File: src/inc/stc_pkg.sv
// constants shared by the status and tick counter register bank
// assumes one 100 mhz clock and a byte-wide read port
package stc_pkg;

   // ------------------------------------------------------------
   // register map
   // ------------------------------------------------------------
   localparam logic [7:0] ADDR_TICK_COUNTER   = 8'h00;
   localparam logic [7:0] ADDR_STATUS_SUMMARY = 8'h01;
   localparam logic [7:0] ADDR_SUPPLY_STATUS  = 8'h02;
   localparam logic [7:0] ADDR_MEM_THERMAL    = 8'h03;

   localparam logic [7:0] TICK_RESET          = 8'h00;
   localparam logic [7:0] SUPPLY_RESET        = 8'h00;
   localparam logic [7:0] ZERO_BYTE           = 8'h00;

   // ------------------------------------------------------------
   // summary bit positions
   // ------------------------------------------------------------
   localparam int SUM_DSP      = 7;
   localparam int SUM_LINK     = 5;
   localparam int SUM_MEMTHERM = 4;
   localparam int SUM_SUPPLY   = 3;
   localparam int SUM_TEST     = 2;
   localparam int SUM_RESET    = 1;
   localparam int SUM_INIT     = 0;

   // ------------------------------------------------------------
   // supply status bit positions (bit 4 is reserved)
   // ------------------------------------------------------------
   localparam int SUP_BUF_LOW  = 7;
   localparam int SUP_BUS_LOW  = 6;
   localparam int SUP_BUF_HIGH = 5;
   localparam int SUP_ANA_REG  = 3;
   localparam int SUP_DIG_REG  = 2;
   localparam int SUP_ROM_REG  = 1;
   localparam int SUP_CONT     = 0;

   // ------------------------------------------------------------
   // memory and thermal status bit positions
   // ------------------------------------------------------------
   localparam int MT_FACTORY   = 7;
   localparam int MT_USER_ROM  = 6;
   localparam int MT_USER_ARR  = 5;
   localparam int MT_WRITE_ACT = 4;
   localparam int MT_THERMAL   = 2;

   // ------------------------------------------------------------
   // protocol select codes
   // ------------------------------------------------------------
   localparam logic [2:0] PROTO_DSI3_A = 3'h0;
   localparam logic [2:0] PROTO_DSI3_B = 3'h3;
   localparam logic [2:0] PROTO_PSI5_A = 3'h1;
   localparam logic [2:0] PROTO_PSI5_B = 3'h5;

   // ------------------------------------------------------------
   // timing
   // ------------------------------------------------------------
   localparam int CLK_PERIOD_NS  = 10;
   localparam int TICK_TIME_US   = 100;
   localparam int PRESCALE_DIV   = 1000;
   localparam int OSC_PERIOD_NS  = TICK_TIME_US * 1000 / PRESCALE_DIV;
   localparam int OSC_DIV_CYCLES = OSC_PERIOD_NS / CLK_PERIOD_NS;
   localparam logic [9:0] PRESCALE_LAST = 10'(PRESCALE_DIV - 1);
   // recovery time counted in ticks; value not given, plain default
   localparam logic [15:0] RECOVERY_TICKS = 16'h0064;
   localparam logic [15:0] TIMER_ZERO     = 16'h0000;

   function automatic logic is_dsi3(input logic [2:0] ps);
      is_dsi3 = (ps == PROTO_DSI3_A) || (ps == PROTO_DSI3_B);
   endfunction : is_dsi3

   function automatic logic is_psi5(input logic [2:0] ps);
      is_psi5 = (ps == PROTO_PSI5_A) || (ps == PROTO_PSI5_B);
   endfunction : is_psi5

endpackage : stc_pkg

File: src/rtl/stc_tick_gen.sv
// tick generator: primary oscillator model, 10-bit prescaler, 8-bit counter
// assumes clk is 100 mhz; osc_div_cycles clocks make one oscillator period
module stc_tick_gen #(
   parameter int OSC_DIV = stc_pkg::OSC_DIV_CYCLES
) (
   input  wire logic       clk,
   input  wire logic       rst,
   output logic            tick,
   output logic [7:0]      count
);
   localparam logic [15:0] OSC_LAST = 16'(OSC_DIV - 1);

   logic [15:0] osc_q;
   logic [9:0]  pre_q;
   logic        tick_q;
   logic [7:0]  count_q;
   wire         osc_edge = (osc_q == OSC_LAST);
   wire         pre_wrap = osc_edge && (pre_q == stc_pkg::PRESCALE_LAST);

   // ------------------------------------------------------------
   // dividers
   // ------------------------------------------------------------
   always_ff @(posedge clk) begin
      if (rst) begin
         osc_q   <= 16'h0000;
         pre_q   <= 10'h000;
         tick_q  <= 1'b0;
         count_q <= stc_pkg::TICK_RESET;
      end else begin
         osc_q  <= osc_edge ? 16'h0000 : osc_q + 16'h0001;
         pre_q  <= pre_wrap ? 10'h000 : (osc_edge ? pre_q + 10'h001 : pre_q);
         tick_q <= pre_wrap;
         if (pre_wrap) begin
            count_q <= count_q + 8'h01;
         end
      end
   end

   assign tick  = tick_q;
   assign count = count_q;

endmodule : stc_tick_gen

File: src/rtl/stc_status_regs.sv
// status and tick counter register bank with supply recovery timer
// assumes all inputs are synchronous to clk; reads arrive on a byte port
// Contract
// - 10-bit prescaler divides oscillator by 1000; 8-bit counter steps every 100 us, wraps.
// - tick counter reads at offset 0x00, resets to zero.
// - reads allowed only in DSI3 mode or PSI5 diagnostic mode.
// - summary bit 7 is OR of five signal-processing fault flags.
// - summary bit 5 follows the oscillator training fault.
// - summary bit 4 is OR of memory, write-active and thermal bits.
// - summary bit 3 is OR of the seven supply flags.
// - one recovery timer reloads while a supply fault persists, else counts down per tick.
// - DSI3 with hold-off 0: silent until timer expires, then one error-code response.
// - DSI3 with hold-off 0: read or reporting frame clears supply flags only at zero; the two-read clear works at any timer value.
// - PSI5 or hold-off 1: no frames while timer nonzero; flags clear at zero.
// - reset-occurred bit set by reset, cleared by summary read or reporting frame.
// - init bit set by reset or config [7:4] change, cleared when data valid.
// - two consecutive supply reads with no fault present clear the supply register.
// - supply bit 7 set by buffer rail undervoltage.
// - supply bit 6 set by bus input undervoltage.
// - memory and thermal faults cleared by their register read or reporting frame.
// - supply bit 0 set by perimeter continuity break.
module stc_status_regs #(
   parameter logic [15:0] RECOVERY_TICKS = stc_pkg::RECOVERY_TICKS,
   parameter int          OSC_DIV        = stc_pkg::OSC_DIV_CYCLES
) (
   input  wire logic       clk,
   input  wire logic       rst,
   // read port
   input  wire logic       reg_rd,
   input  wire logic [7:0] reg_addr,
   output logic            reg_rd_ack,
   output logic [7:0]      reg_rd_data,
   // mode
   input  wire logic [2:0] protocol_select,
   input  wire logic       psi5_diag_mode,
   input  wire logic       power_fault_hold_off_select,
   input  wire logic [3:0] channel_user_config,
   input  wire logic       data_valid,
   input  wire logic       test_active,
   // signal processing and link faults
   input  wire logic       pressure_over_range,
   input  wire logic       pressure_under_range,
   input  wire logic       selftest_incomplete,
   input  wire logic       common_mode_fault,
   input  wire logic       selftest_fault,
   input  wire logic       oscillator_training_fault,
   // memory and thermal events
   input  wire logic       factory_rom_fault,
   input  wire logic       user_rom_fault,
   input  wire logic       user_array_fault,
   input  wire logic       user_rom_write_active,
   input  wire logic       thermal_fault,
   // supply monitors, high while the condition exists
   input  wire logic       buffer_rail_low,
   input  wire logic       bus_input_low,
   input  wire logic       buffer_rail_high,
   input  wire logic       analog_regulator_fault,
   input  wire logic       digital_regulator_fault,
   input  wire logic       rom_regulator_fault,
   input  wire logic       perimeter_continuity_fault,
   // frame slot from the link engine
   input  wire logic       frame_req,
   output logic            frame_go,
   output logic            frame_error_code,
   output logic [7:0]      frame_status,
   output logic [7:0]      tick_counter
);

   // ------------------------------------------------------------
   // tick source
   // ------------------------------------------------------------
   logic       tick;
   logic [7:0] count;

   stc_tick_gen #(
      .OSC_DIV (OSC_DIV)
   ) u_tick (
      .clk     (clk),
      .rst     (rst),
      .tick    (tick),
      .count   (count)
   );

   // ------------------------------------------------------------
   // state
   // ------------------------------------------------------------
   logic [7:0]  sup_q;
   logic [7:0]  sup_d;
   logic [15:0] timer_q;
   logic [15:0] timer_d;
   logic [7:0]  mt_q;
   logic [7:0]  mt_d;
   logic        rstocc_q;
   logic        init_q;
   logic [3:0]  cfg_q;
   logic        owed_q;
   logic        last_sup_rd_q;
   logic        rd_ack_q;
   logic [7:0]  rd_data_q;
   logic        go_q;
   logic        errc_q;
   logic [7:0]  fstat_q;
   logic [7:0]  tick_q;

   // ------------------------------------------------------------
   // decode
   // ------------------------------------------------------------
   wire dsi3      = stc_pkg::is_dsi3(protocol_select);
   wire psi5      = stc_pkg::is_psi5(protocol_select);
   wire hold0     = dsi3 && !power_fault_hold_off_select;
   wire auto_clr  = psi5 || power_fault_hold_off_select;
   wire timer_idle = (timer_q == stc_pkg::TIMER_ZERO);

   wire readable  = dsi3 || psi5_diag_mode;
   wire rd_ok     = reg_rd && readable;
   wire rd_sum    = rd_ok && (reg_addr == stc_pkg::ADDR_STATUS_SUMMARY);
   wire rd_sup    = rd_ok && (reg_addr == stc_pkg::ADDR_SUPPLY_STATUS);
   wire rd_mt     = rd_ok && (reg_addr == stc_pkg::ADDR_MEM_THERMAL);

   wire [7:0] sup_mon = {buffer_rail_low, bus_input_low, buffer_rail_high, 1'b0,
                         analog_regulator_fault, digital_regulator_fault,
                         rom_regulator_fault, perimeter_continuity_fault};
   wire       mon_any = |sup_mon;

   wire [7:0] mt_set = {factory_rom_fault, user_rom_fault, user_array_fault, 1'b0,
                        1'b0, thermal_fault, 2'b00};
   // write-active is a live level, not a sticky flag
   wire [7:0] mt_view = mt_q | ({7'h00, user_rom_write_active} << stc_pkg::MT_WRITE_ACT);

   // ------------------------------------------------------------
   // summary
   // ------------------------------------------------------------
   logic [7:0] sum_w;
   always_comb begin
      sum_w = stc_pkg::ZERO_BYTE;
      sum_w[stc_pkg::SUM_DSP] = pressure_over_range | pressure_under_range |
                                selftest_incomplete | common_mode_fault | selftest_fault;
      sum_w[stc_pkg::SUM_LINK] = oscillator_training_fault;
      sum_w[stc_pkg::SUM_MEMTHERM] = |mt_view;
      sum_w[stc_pkg::SUM_SUPPLY] = |sup_q;
      sum_w[stc_pkg::SUM_TEST] = test_active;
      sum_w[stc_pkg::SUM_RESET] = rstocc_q;
      sum_w[stc_pkg::SUM_INIT] = init_q;
   end

   // ------------------------------------------------------------
   // frame gating
   // ------------------------------------------------------------
   // silent while timer runs, suppress while nonzero
   // auto-clear modes also wait the cycle the flags take to clear
   // so the first resumed frame never carries a stale supply fault
   wire sup_wait   = auto_clr && sum_w[stc_pkg::SUM_SUPPLY];
   wire frame_ok   = frame_req && timer_idle && !sup_wait;
   wire send_err   = frame_ok && hold0 && owed_q;
   wire rep_sup    = frame_ok && sum_w[stc_pkg::SUM_SUPPLY];
   wire rep_mt     = frame_ok && sum_w[stc_pkg::SUM_MEMTHERM];
   wire rep_rst    = frame_ok && rstocc_q;

   // ------------------------------------------------------------
   // supply flags and timer
   // ------------------------------------------------------------
   // clear on read or frame only at zero
   wire clr_dsi    = hold0 && timer_idle && (rd_sup || rep_sup);
   wire clr_auto   = auto_clr && timer_idle;
   // second consecutive read with no fault present
   wire clr_twice  = rd_sup && last_sup_rd_q && !mon_any;
   wire sup_clr    = clr_dsi || clr_auto || clr_twice;

   always_comb begin
      // set wins over clear
      sup_d = (sup_clr ? stc_pkg::SUPPLY_RESET : sup_q) | sup_mon;
      // reload while fault present, else count down per tick
      if (mon_any) begin
         timer_d = RECOVERY_TICKS;
      end else if (tick && !timer_idle) begin
         timer_d = timer_q - 16'h0001;
      end else begin
         timer_d = timer_q;
      end
      // clear on read or reporting frame
      mt_d = ((rd_mt || rep_mt) ? stc_pkg::ZERO_BYTE : mt_q) | mt_set;
   end

   always_ff @(posedge clk) begin
      if (rst) begin
         sup_q   <= stc_pkg::SUPPLY_RESET;
         timer_q <= stc_pkg::TIMER_ZERO;
         mt_q    <= stc_pkg::ZERO_BYTE;
      end else begin
         sup_q   <= sup_d;
         timer_q <= timer_d;
         mt_q    <= mt_d;
      end
   end

   // ------------------------------------------------------------
   // reset, init and owed error code
   // ------------------------------------------------------------
   always_ff @(posedge clk) begin
      if (rst) begin
         rstocc_q      <= 1'b1;
         init_q        <= 1'b1;
         cfg_q         <= 4'h0;
         owed_q        <= 1'b0;
         last_sup_rd_q <= 1'b0;
      end else begin
         rstocc_q      <= rstocc_q && !(rd_sum || rep_rst);
         // config change wins over data valid
         init_q        <= (channel_user_config != cfg_q) || (init_q && !data_valid);
         cfg_q         <= channel_user_config;
         owed_q        <= mon_any || (owed_q && !send_err);
         // a fresh supply fault restarts the two-read count
         if (mon_any) begin
            last_sup_rd_q <= 1'b0;
         end else if (rd_ok) begin
            last_sup_rd_q <= rd_sup;
         end
      end
   end

   // ------------------------------------------------------------
   // read data
   // ------------------------------------------------------------
   logic [7:0] rd_mux;
   always_comb begin
      case (reg_addr)
         stc_pkg::ADDR_TICK_COUNTER:   rd_mux = count;
         stc_pkg::ADDR_STATUS_SUMMARY: rd_mux = sum_w;
         stc_pkg::ADDR_SUPPLY_STATUS:  rd_mux = sup_q;
         stc_pkg::ADDR_MEM_THERMAL:    rd_mux = mt_view;
         default:                      rd_mux = stc_pkg::ZERO_BYTE;
      endcase
   end

   always_ff @(posedge clk) begin
      if (rst) begin
         rd_ack_q  <= 1'b0;
         rd_data_q <= stc_pkg::ZERO_BYTE;
         go_q      <= 1'b0;
         errc_q    <= 1'b0;
         fstat_q   <= stc_pkg::ZERO_BYTE;
         tick_q    <= stc_pkg::TICK_RESET;
      end else begin
         rd_ack_q  <= rd_ok;
         rd_data_q <= rd_ok ? rd_mux : rd_data_q;
         go_q      <= frame_ok;
         errc_q    <= send_err;
         fstat_q   <= frame_ok ? sum_w : fstat_q;
         tick_q    <= count;
      end
   end

   assign reg_rd_ack       = rd_ack_q;
   assign reg_rd_data      = rd_data_q;
   assign frame_go         = go_q;
   assign frame_error_code = errc_q;
   assign frame_status     = fstat_q;
   assign tick_counter     = tick_q;

   // ------------------------------------------------------------
   // checks
   // ------------------------------------------------------------
   property p_count_step;
      @(posedge clk) disable iff (rst)
      tick |-> (count == $past(count) + 8'h01);
   endproperty
   a_count_step: assert property (p_count_step) else $error("tick count did not step");

   property p_refused;
      @(posedge clk) disable iff (rst)
      (reg_rd && !dsi3 && !psi5_diag_mode) |=> !reg_rd_ack;
   endproperty
   a_refused: assert property (p_refused) else $error("read acked outside read modes");

   property p_dsp_or;
      @(posedge clk) disable iff (rst)
      (rd_sum && pressure_over_range) |=> reg_rd_data[stc_pkg::SUM_DSP];
   endproperty
   a_dsp_or: assert property (p_dsp_or) else $error("summary bit 7 missed fault");

   property p_supply_or;
      @(posedge clk) disable iff (rst)
      (rd_sum && (sup_q != stc_pkg::ZERO_BYTE)) |=> reg_rd_data[stc_pkg::SUM_SUPPLY];
   endproperty
   a_supply_or: assert property (p_supply_or) else $error("summary bit 3 missed supply");

   property p_reload;
      @(posedge clk) disable iff (rst)
      buffer_rail_low |=> (timer_q == RECOVERY_TICKS) && sup_q[stc_pkg::SUP_BUF_LOW];
   endproperty
   a_reload: assert property (p_reload) else $error("timer not reloaded");

   property p_silent;
      @(posedge clk) disable iff (rst)
      (frame_req && !timer_idle) |=> !frame_go;
   endproperty
   a_silent: assert property (p_silent) else $error("frame sent while timer runs");

   property p_hold_flags;
      @(posedge clk) disable iff (rst)
      (hold0 && !timer_idle && !clr_twice) |=> ((sup_q & $past(sup_q)) == $past(sup_q));
   endproperty
   a_hold_flags: assert property (p_hold_flags) else $error("supply flag lost early");

   property p_auto_clear;
      @(posedge clk) disable iff (rst)
      (psi5 && timer_idle && !mon_any) |=> (sup_q == stc_pkg::ZERO_BYTE);
   endproperty
   a_auto_clear: assert property (p_auto_clear) else $error("flags not cleared at zero");

   property p_reset_flag;
      @(posedge clk)
      rst |=> rstocc_q && init_q;
   endproperty
   a_reset_flag: assert property (p_reset_flag) else $error("reset flags not set");

   property p_cfg_init;
      @(posedge clk) disable iff (rst)
      (channel_user_config != cfg_q) |=> init_q;
   endproperty
   a_cfg_init: assert property (p_cfg_init) else $error("init not set on change");

endmodule : stc_status_regs

File: config.mk
export PLATFORM = sky130hd
export DESIGN_NAME = stc_status_regs
export DESIGN_NICKNAME = d
export VERILOG_FILES = /design/src/inc/stc_pkg.sv /design/src/rtl/stc_tick_gen.sv /design/src/rtl/stc_status_regs.sv
export SDC_FILE = /design/constraint.sdc
export NUM_CORES = 1
export LEC_CHECK = 0
export ABC_AREA = 1
export BUFFER_PORTS_ARGS = -buffer_cell sky130_fd_sc_hd__buf_2
export CORE_MARGIN = 2
export CORE_UTILIZATION = 41
export DETAILED_ROUTE_END_ITERATION = 8
export HOLD_SLACK_MARGIN = 0.08
export SLEW_MARGIN = 5
export SYNTH_ARGS = -nofsm -noshare
export SYNTH_HDL_FRONTEND = slang
export SYNTH_SLANG_ARGS = --single-unit
export TNS_END_PERCENT = 30
File: constraint.sdc
create_clock -name clk -period 4.2 [get_ports clk]
set_input_delay 1.05 -clock clk [delete_from_list [all_inputs] [get_ports clk]]
set_output_delay 1.05 -clock clk [all_outputs]
set_load 0.03 [all_outputs]
# --- After elaboration in Yosys (flattened, before gate mapping) ---
# Index checks and enable logic that the tools add are counted.
classes:
  multipliers: 0
  n_bitwise: 7
  n_eq_ne: 9
  mux: 5
  add_sub_neg: 4
  n_reduce_logical: 51
  shift: 0
  n_div: 0
  order_cmp: 0
op_table:
  columns: ["op", "n"]
  rows:
  - ["8-bit one-hot mux with 4 select lines", 1]
  - ["8-bit OR reduction", 3]
  - ["1-bit logical AND", 23]
  - ["16-bit by 1-bit adder with 16-bit output, second input constant", 1]
  - ["16-bit by 4-bit == test with 1-bit output, second input constant", 1]
  - ["8-bit by 2-bit == test with 1-bit output, second input constant", 2]
  - ["16-bit zero test", 1]
  - ["8-bit two-way mux", 2]
  - ["8-bit bitwise OR", 2]
  - ["16-bit by 1-bit subtractor with 16-bit output, second input constant", 1]
  - ["7-bit two-way mux", 2]
  - ["1-bit logical OR", 11]
  - ["10-bit by 1-bit adder with 10-bit output, second input constant", 1]
  - ["10-bit == test, second input constant", 1]
  - ["8-bit by 1-bit adder with 8-bit output, second input constant", 1]
  - ["8-bit by 1-bit == test with 1-bit output, second input constant", 1]
  - ["8-bit zero test", 1]
  - ["8-bit by 5-bit bitwise OR with 8-bit output", 1]
  - ["1-bit zero test", 7]
  - ["7-bit OR reduction", 1]
  - ["4-bit != test", 1]
  - ["1-bit bitwise OR", 4]
  - ["2-bit OR reduction", 2]
  - ["3-bit by 1-bit == test with 1-bit output, second input constant", 1]
  - ["4 further kinds", 4]
totals:
  rom_bits: 0
  output_inout_bits: 27
  latchBits: 0
  ram_bits: 0
  n_memories: 0
  input_bits: 41
  reg_bits: 101

# --- Logic depth before layout (Yosys ltp) ---
# Gate-level depths: netlist of the first run.
logic_depth:
  word_depth: 13
  ltp_mapped: 12

# --- By module ---
# Synthesis of the first run repeated with hierarchy kept, for this count alone.
hier_totals:
  cells_unflattened: 672
  area_unflattened_um2: 4692.0
by_module_without_submodules:
  columns: ["mod", "instances", "seq_area_each_um2", "area_each_um2", "cells_each"]
  rows:
  - ["stc_status_regs", 1, 1221.2, 2793.9, 392]
  - ["stc_tick_gen", 1, 700.7, 1898.1, 280]

# --- Worst setup path after synthesis of the first run ---
# No wires, ideal clock.
synth_timing:
  path_type: "input -> register"
  startpoint: "input port reg_addr[7]"
  endpoint: "register sup_q[2]"
  arrival_ps: 1958
  required_ps: 4063
  setup_slack_ps: 2105
  stages: 10
  cell_sequence: "nor2_1 -> nand2_1 -> nor2_2 -> nand3_1 -> inv_1 -> nand2_1 -> nand2_1 -> nand2_2 -> nand2_1 -> a21oi_1"
synth_via:
  elab_chain_len: 8
  elab_cells_between_ends: 10
  classes_between: "1 x eq/ne; 1 x mux; 1 x bitwise; 7 x reduce/logical"
synth_rtl:
  columns: ["element", "line_no", "text"]
  rows:
  - ["from (decl)", "stc_status_regs.sv:30", "input wire logic [7:0] reg_addr,"]
  - ["8-bit by 2-bit == test with 1-bit output *", "stc_status_regs.sv:117", "wire rd_sup = rd_ok && (reg_addr == stc_pkg::ADDR_SUPPLY_STATUS);"]
  - ["1-bit logical AND *", "stc_status_regs.sv:117", null]
  - ["1-bit logical OR", "stc_status_regs.sv:163", "wire clr_dsi = hold0 && timer_idle && (rd_sup || rep_sup);"]
  - ["1-bit logical AND", "stc_status_regs.sv:163", null]
  - ["1-bit logical OR", "stc_status_regs.sv:167", "wire sup_clr = clr_dsi || clr_auto || clr_twice;"]
  - ["1-bit logical OR *", "stc_status_regs.sv:167", null]
  - ["8-bit two-way mux *", "stc_status_regs.sv:171", "sup_d = (sup_clr ? stc_pkg::SUPPLY_RESET : sup_q) | sup_mon;"]
  - ["8-bit bitwise OR *", "stc_status_regs.sv:171", null]
  - ["to (signal assigned)", "stc_status_regs.sv:186", "sup_q <= stc_pkg::SUPPLY_RESET;"]
  - ["to (signal assigned)", "stc_status_regs.sv:190", "sup_q <= sup_d;"]
  - ["to (decl)", "stc_status_regs.sv:87", "logic [7:0] sup_q;"]
# Every way passes the cells marked *; elsewhere a longest branch is shown, timed or not.
# A chain may end at the register's enable or synchronous reset.

# --- Worst setup path in the final report of the first run ---
layout_timing:
  startpoint: "input port rst"
  endpoint: "register u_tick.osc_q[15]"
layout_via:
  elab_chain_len: 1
layout_rtl:
  columns: ["element", "line_no", "text"]
  rows:
  - ["from (decl)", "stc_status_regs.sv:27", "input wire logic rst,"]
  - ["2-bit OR reduction (no source line)", null, null]
  - ["to (signal assigned)", "stc_tick_gen.sv:30", "osc_q <= osc_edge ? 16'h0000 : osc_q + 16'h0001;"]
  - ["to (decl)", "stc_tick_gen.sv:13", "logic [15:0] osc_q;"]
# No other way between the ends.

==> results of run 1 <==
==> metrics by stage <==
stage / hold slack [ns] / utilization, % / setup WS [ns]
5_1_grt: 0.499 / 48.2 / 1.93
6_report: 0.465 / 48.2 / 2.06
2_1_floorplan: 0.434 / - / 2.10
4_1_cts: 0.470 / 48.2 / 2.04
3_5_place_dp: 0.453 / 46.2 / 1.63
3_3_place_gp: 0.448 / 46.2 / 1.68
==> logic make-up after synthesis <==
group / count (synthesis) / share of synthesized area [%]
compound gates: 101 / 12.2
flops: 96 / 42.5
buf+inv: 102 / 8.80
fa+ha+maj: 6 / 1.66
simple gates: 303 / 31.3
other cells: 1 / 0.0829
xor+xnor: 18 / 3.49
==> cells in the mapped netlist (3+ instances only) <==
cell      instances  area [um^2]
o21ai_2           3         26.3
nand2_1         142          533
buf_4             3         22.5
inv_2             5         18.8
o21ai_1           6         30.0
nor3_1           18         90.1
o211ai_1          6         45.0
nand3_1          28          140
nand2_4           3         33.8
nor2_4            3         33.8
nand4_1          11         68.8
xor2_1           17          149
nor2_1           69          259
a21oi_1          55          275
inv_1            86          323
clkbuf_1          4         15.0
nor3_2            3         30.0
dfxtp_1          96         1920
nor2_2           10         62.6
o21ai_0          24          120
nor3b_1           3         22.5
nand2_2           3         18.8
ha_1              6         75.1
==> flip-flops by register name (all words and copies together) (netlist names) <==
signal / count
cfg_q: 4
frame_error_code: 1
frame_go: 1
frame_status: 7
init_q: 1
last_sup_rd_q: 1
mt_q: 4
owed_q: 1
reg_rd_ack: 1
reg_rd_data: 8
rstocc_q: 1
sup_q: 7
tick_counter: 8
timer_q: 16
u_tick.count: 8
u_tick.osc_q: 16
u_tick.pre_q: 10
u_tick.tick: 1
==> metal layers <==
metal / global-route usage, % / wire, um
met1: 22.3 / 4630
met2: 31.1 / 5050
met3: 3.29 / 329
met4: 8.70 / 269
met5: 0 / 0
==> power by group <==
part	internal [mW]	switching, mW	leakage (nW)
combinational	0.0370	0.0660	1.35
sequential	0.926	0.0123	0.780
clock	0.336	0.322	0.104
==> area by class of cell <==
class	count	area, um^2	area share [%]
clock buffer	11	131	2.53
clock inverter	5	81.3	1.56
inverter	93	352	6.76
multi-input combinational	429	2200	42.4
sequential	96	1920	36.9
tap	140	175	3.37
timing repair buffer	67	338	6.49
==> worst max-delay path by stage <==
stage / end / slack [ns] / start
after floorplan: sup_q[2] / 2.10 / reg_addr[7]
after global placement: u_tick.osc_q[15] / 1.68 / rst
after detailed placement: u_tick.osc_q[15] / 1.63 / rst
after CTS: u_tick.osc_q[15] / 2.04 / rst
after global routing: u_tick.osc_q[15] / 1.93 / rst
final: u_tick.osc_q[15] / 2.06 / rst
==> tightest hold or removal path, stage by stage, from the launching register on <==
cell	delay, ns
dfxtp_1	0.32
nand2_1	0.06
a21oi_1	0.05
==> run metrics, run 1 <==
min cycle time layout 2.14 ns; EDFF count, synth 0; Final nets 743; placed cell count 825; ANT nets after route 0; IO Pins 68; Worst R2R End mt_q[5]; most common cell after layout, fill and taps aside nand2_1; detailed placement HPWL 7870 um; grt ovf 0; TNS Setup 0 ns; fin. max-slew vios 0; Syn Inst Count 627; CTS buffer count 9; via count 4086; WS Path Type input port to flop; initial antenna violation count 0; Synth Flop Type dfxtp_1; RSZ-0062 raised after global routing no; Setup violations, final 0; hold crit path type flop to flop; clk_lat worst skew 0.37 ns; Hold Buf Count CTS 0; DR DRC count 0; Reg clk slew, reported paths 0.08 ns; worst rel slew slack 63.8%; slew of the pin with the lowest slew margin 0.541 ns; global-route total usage across every layer 18.3%; WP data required 4.46 ns; Die X 109 um; # H-tree levels 3; WP depth 5; WL/cell 12.2 um; critical path fanouts, max 17; reg2reg setup slack 2.42 ns; Crit-path slowest cell nand2_1; CP Capture Type flop; Cell Area, Placed 4990 um^2; Die H 109 um; Post-Route WL 10300 um; Worst Skew 0.00828 ns; Die Area 11900 um^2; First-pass DRT Iterations 5; crit-path max cell delay 0.49 ns; flops & latches, synth 96; Starting DRT DRC Count 186; sequential share of the synthesized area 42.5%; status finished clean; Syn Std Cell Area 4520 um^2; Ant. Diodes 0; Final Hold Fails 0; pin count of the biggest net entering global routing 34; synth warn 0; final non-filler cell total 841; Core ar. 10800 um^2; Fmax 0.467 GHz; setup repair bufs after CTS 0; CP arrival 2.40 ns; Placer Congestion 0.844; most frequent cells in the layout nand2_1, dfxtp_1, inv_1; Tcrit/Tclk final 51.0%; CP top delay family buffers and inverters; Worst Reg-to-Reg Cells 9; standard-cell rows 38; PortBufs 66; WP buf/inv 2; Syn Area/Cell 7.21 um^2; synthesized net count 674; P&R area growth vs syn 15.0%; vias per cell 4.86; Max Root-Sink Buffers 2; Worst VDD drop 196 uV; pwr/cell area 327 nW/um^2; Root Buffer Master clkbuf_8; maxcap violations 0; Pwr Total 1.70 mW; Endpoint, Worst Hold u_tick.osc_q[14]; TritonCTS Sinks 96; starting density of the core 41.9%; crit-path cells buf_2 > inv_1 > nand2_1 > o21bai_1 > a21oi_1; share of layout cells above drive strength 1 17.4%; Pleak 2.24 nW; CTS-repair resized insts 0; Hold Path Origin u_tick.osc_q[14]; reg2reg start timer_q[0]; FILL cells 1076; Async S/R FF share, synth 0%; vias in the first global route 3736; Hold Crit Depth 2; post-route cell area 5200 um^2; Worst setup SP type input port; count of different cell masters after synthesis 42; CTS tree yes; first-pass GRT wire length 17000 um
(Power assumes the default switching activity.)
==> inputs of run 2 (changes only) <==
==> constraint.sdc (replaced) <==
create_clock -name clk -period 1.98 [get_ports clk]
set_input_delay 0.495 -clock clk [delete_from_list [all_inputs] [get_ports clk]]
set_output_delay 0.495 -clock clk [all_outputs]
set_load 0.03 [all_outputs]
==> run metrics, run 2 (synthesis results as in run 1) <==
critical path fanouts, max 5; Die X 109 um; CTS buffer count 9; status finished clean; Tcrit/Tclk final 87.6%; Setup violations, final 0; register share of total power 54.9%; Comb power frac 6.2%; dpl ws 0.0229 ns; First-pass DRT Iterations 4; Crit-path slowest cell dfxtp_1; detailed placement HPWL 7850 um; CP top delay family simple AND/OR/NAND/NOR gates; Die Area 11900 um^2; starting density of the core 41.9%; CP dominant cell by count nand2_1; CP arrival 2.00 ns; Pwr Total 3.63 mW; vias per cell 4.77; P&R area growth vs syn 16.3%; share of layout cells above drive strength 1 18.0%; PortBufs 66; vias in the first global route 3792; # H-tree levels 3; Max Root-Sink Buffers 2; crit-path max cell delay 0.41 ns; Fmax 0.577 GHz; post-route cell area 5260 um^2; grt ovf 0; Cell Int Power 2.80 mW; most frequent cells in the layout nand2_1, dfxtp_1, inv_1; Cell Area, Placed 5050 um^2; Pleak 2.28 nW; pwr/cell area 689 nW/um^2; biggest regs timer_q x16, u_tick.osc_q x16, u_tick.pre_q x10; Ant. Diodes 0; maxcap violations 0; initial antenna violation count 0; Starting DRT DRC Count 186; crit-path cells ha_1 > nand3_1 > nor2_1 > nand2_1 > nor3_4 > nand2_1 > nor3_1 > nor3b_2; slew of the pin with the lowest slew margin 0.509 ns; RSZ-0062 raised after global routing no; global-route total usage across every layer 18.5%; hold crit path type input port to flop; CTS-repair resized insts 0; WP data required 2.24 ns; Placer Congestion 0.820; Reg clk slew, reported paths 0.09 ns; Hold Buf Count CTS 0; Post-Route WL 10200 um; fin. max-slew vios 0; min cycle time layout 1.73 ns; setup repair bufs after CTS 0; TritonCTS Sinks 96; Final nets 749; worst rel slew slack 66.1%; TNS Setup 0 ns; Worst VDD drop 507 uV; Root Buffer Master clkbuf_8; FILL cells 1076; Worst setup SP type flop; Psw 0.830 mW; WP buf/inv 0; DR DRC count 0; Core ar. 10800 um^2; first-pass GRT wire length 17200 um; standard-cell rows 38; WL/cell 12.1 um; min setup slack post-route 0.246 ns; Net Sw Frac 22.9%; most common cell after layout, fill and taps aside nand2_1; Final Hold Fails 0; pin count of the biggest net entering global routing 44; WS Path Type flop to flop; via count 4043; IO Pins 68; clk_lat worst skew 0.37 ns; Die H 109 um; Worst Skew 0.0117 ns; CTS tree yes; ANT nets after route 0; CP Capture Type flop; Clock Power Share 38.9%
==> run 2: worst paths after layout <==
path                           from          endpoint  slack (ns)  cells after the start
max                 u_tick.osc_q[0]  u_tick.osc_q[12]        0.25                      8
min          channel_user_config[2]          cfg_q[2]        0.35                      3
max reg2reg         u_tick.osc_q[0]  u_tick.osc_q[12]        0.25                      8
min reg2reg          reg_rd_data[5]    reg_rd_data[5]        0.47                      2
==> run 2: tightest hold or removal path, cell delays in order <==
cell and delay (ns):
buf_2 0.11, inv_1 0.05, nor2_1 0.03
==> run 2: stage by stage <==
step	cells	util, %	hold WS [ns]
final	847	48.7	0.354
after global routing	847	48.7	0.343
after CTS	847	48.7	0.340
after detailed placement	831	46.8	0.455
after global placement	831	46.8	0.447
after floorplan	627	-	0.434
==> run 2: cell type report <==
| class | count | area (um^2) | area share [%] |
|---|---|---|---|
| Clock buffer | 13 | 149 | 2.83 |
| Clock inverter | 3 | 65.1 | 1.24 |
| Inverter | 93 | 352 | 6.68 |
| Multi-Input combinational cell | 429 | 2200 | 41.9 |
| Sequential cell | 96 | 1920 | 36.5 |
| Tap cell | 140 | 175 | 3.33 |
| Timing Repair Buffer | 73 | 395 | 7.51 |
==> run 2: per-layer routing <==
metal  share of wire (%)  wire, um  global-route usage, %
met1                  47      4820                   23.1
met2                  48      4890                   30.7
met3                 3.3       342                   4.00
met4                 1.9       190                   7.78
met5                   0         0                      0
==> run 2: power by group through the flow <==
stage,sequential (mW),clock [mW],combinational (mW)
2_1_floorplan,2.04,0,0.131
3_3_place_gp,2.03,0,0.221
3_5_place_dp,2.04,0,0.225
4_1_cts,1.99,1.45,0.226
5_1_grt,2.00,1.53,0.256
6_report,1.99,1.41,0.224
==> inputs of run 3 (changes only) <==
==> constraint.sdc (replaced) <==
create_clock -name clk -period 1.4 [get_ports clk]
set_input_delay 0.35 -clock clk [delete_from_list [all_inputs] [get_ports clk]]
set_output_delay 0.35 -clock clk [all_outputs]
set_load 0.03 [all_outputs]
==> run metrics, run 3 (synthesis results as in run 1) <==
violated checks negative setup slack; Fmax 0.649 GHz; RSZ-0062 raised after global routing yes; Core ar. 10800 um^2; Final Hold Fails 0; ANT nets after route 0; Worst VDD drop 577 uV; fin. max-slew vios 0; standard-cell rows 38; FF/Latch Area 1950 um^2; P&R area growth vs syn 40.4%; status finished with violations; WS Path Type flop to flop; vias in the first global route 4323; pwr/cell area 790 nW/um^2; critical path fanouts, max 7; min cycle time layout 1.54 ns; CP top delay family simple AND/OR/NAND/NOR gates; via count 4593; starting density of the core 41.9%; IO Pins 68; # H-tree levels 3; Setup violations, final 38; initial antenna violation count 0; most frequent cells in the layout nand2_1, buf_4, dfxtp_1; WP buf/inv 1; detailed placement HPWL 8970 um; PortBufs 66; min setup slack post-route -0.141 ns; Final nets 851; WL/cell 12.8 um; Hold Path Origin channel_user_config[2]; Worst setup SP type flop; Endpoint, Worst Hold cfg_q[2]; reg2reg start timer_q[0]; clk_lat worst skew 0.38 ns; Hold Crit Depth 3; reg2reg setup slack -0.14 ns; CP Capture Type flop; most common cell after layout, fill and taps aside nand2_1; Tcrit/Tclk final 110%; FILL cells 999; Cell Area, Placed 5720 um^2; maxcap violations 0; Multi-input gate area 2540 um^2; crit-path max cell delay 0.34 ns; share of layout cells above drive strength 1 38.4%; hold crit path type input port to flop; pin count of the biggest net entering global routing 21; CTS tree yes; Die Area 11900 um^2; Root Buffer Master clkbuf_8; Die X 109 um; Ant. Diodes 0; Starting DRT DRC Count 197; grt ovf 0; post-layout util 58.9%; CTS buffer count 9; biggest regs timer_q x16, u_tick.osc_q x16, u_tick.pre_q x10; dpl ws -0.265 ns; Max Root-Sink Buffers 2; Post-Route WL 12100 um; first-pass GRT wire length 19400 um; vias per cell 4.84; Placer Congestion 0.859; WP data required 1.67 ns; Pleak 2.81 nW; CP dominant cell by count nand2_2; post-route cell area 6350 um^2; Worst Skew 0.0118 ns; crit-path cells inv_2 > ha_4 > nand2_2 > nor2_4 > nand2_4 > nor2_4 > nand3_2 > nand2_2 > nand2_4 > nand2_2 > a21oi_2; DR DRC count 0; Reg clk slew, reported paths 0.09 ns; First-pass DRT Iterations 4; global-route total usage across every layer 20.7%; Worst R2R End sup_q[7]; TritonCTS Sinks 96; Die H 109 um; CP arrival 1.81 ns; Fin Hold WS 0.201 ns; Crit-path slowest cell dfxtp_2; Worst Reg-to-Reg Cells 11
[run 3: stage by stage]
stage	TNS, ns	power (mW)	cells
5_1_grt	-8.48	5.22	949
3_5_place_dp	-9.02	3.29	917
2_1_floorplan	-0.107	3.07	627
3_3_place_gp	-6.70	3.28	917
4_1_cts	-3.69	5.00	936
6_report	-3.15	5.02	949
[run 3: final cells by class]
type / count / share of cell area, %
sequential: 96 / 30.7
inverter: 93 / 5.61
tap: 140 / 2.76
timing repair buffer: 174 / 18.1
clock buffer: 10 / 2.17
multi-input combinational: 430 / 40.0
clock inverter: 6 / 0.689
[run 3: where the power goes]
group / total (mW) / switching [mW] / internal [mW]
sequential: 2.82 / 0.0428 / 2.78
combinational: 0.466 / 0.252 / 0.214
clock: 1.73 / 1.03 / 0.698
total: 5.02 / 1.32 / 3.69
[run 3: tightest hold or removal path, cell delays in order]
cell and delay [ns]:
buf_2 0.11, inv_1 0.05, nor2_1 0.03
[run 3: worst max path at each step]
stage	cells after the start	from	to
2_1_floorplan	12	timer_q[0]	timer_q[15]
3_3_place_gp	11	reg_addr[7]	sup_q[0]
3_5_place_dp	9	protocol_select[1]	sup_q[0]
4_1_cts	11	timer_q[0]	sup_q[1]
5_1_grt	11	timer_q[0]	sup_q[7]
6_report	11	timer_q[0]	sup_q[7]
[run 3: timing repair]
action,CTS,global route
setup endpoints to repair,61,74
gates resized for setup,32,67
gates cloned,0,1
hold buffers,0,0
setup buffers,3,12
pin swaps,11,30
[run 3: layer usage]
layer / global-route usage, % / part of all wire [%]
met1: 26.9 / 46
met3: 2.99 / 2.7
met2: 34.3 / 49
met4: 8.97 / 2.1
met5: 0 / 0
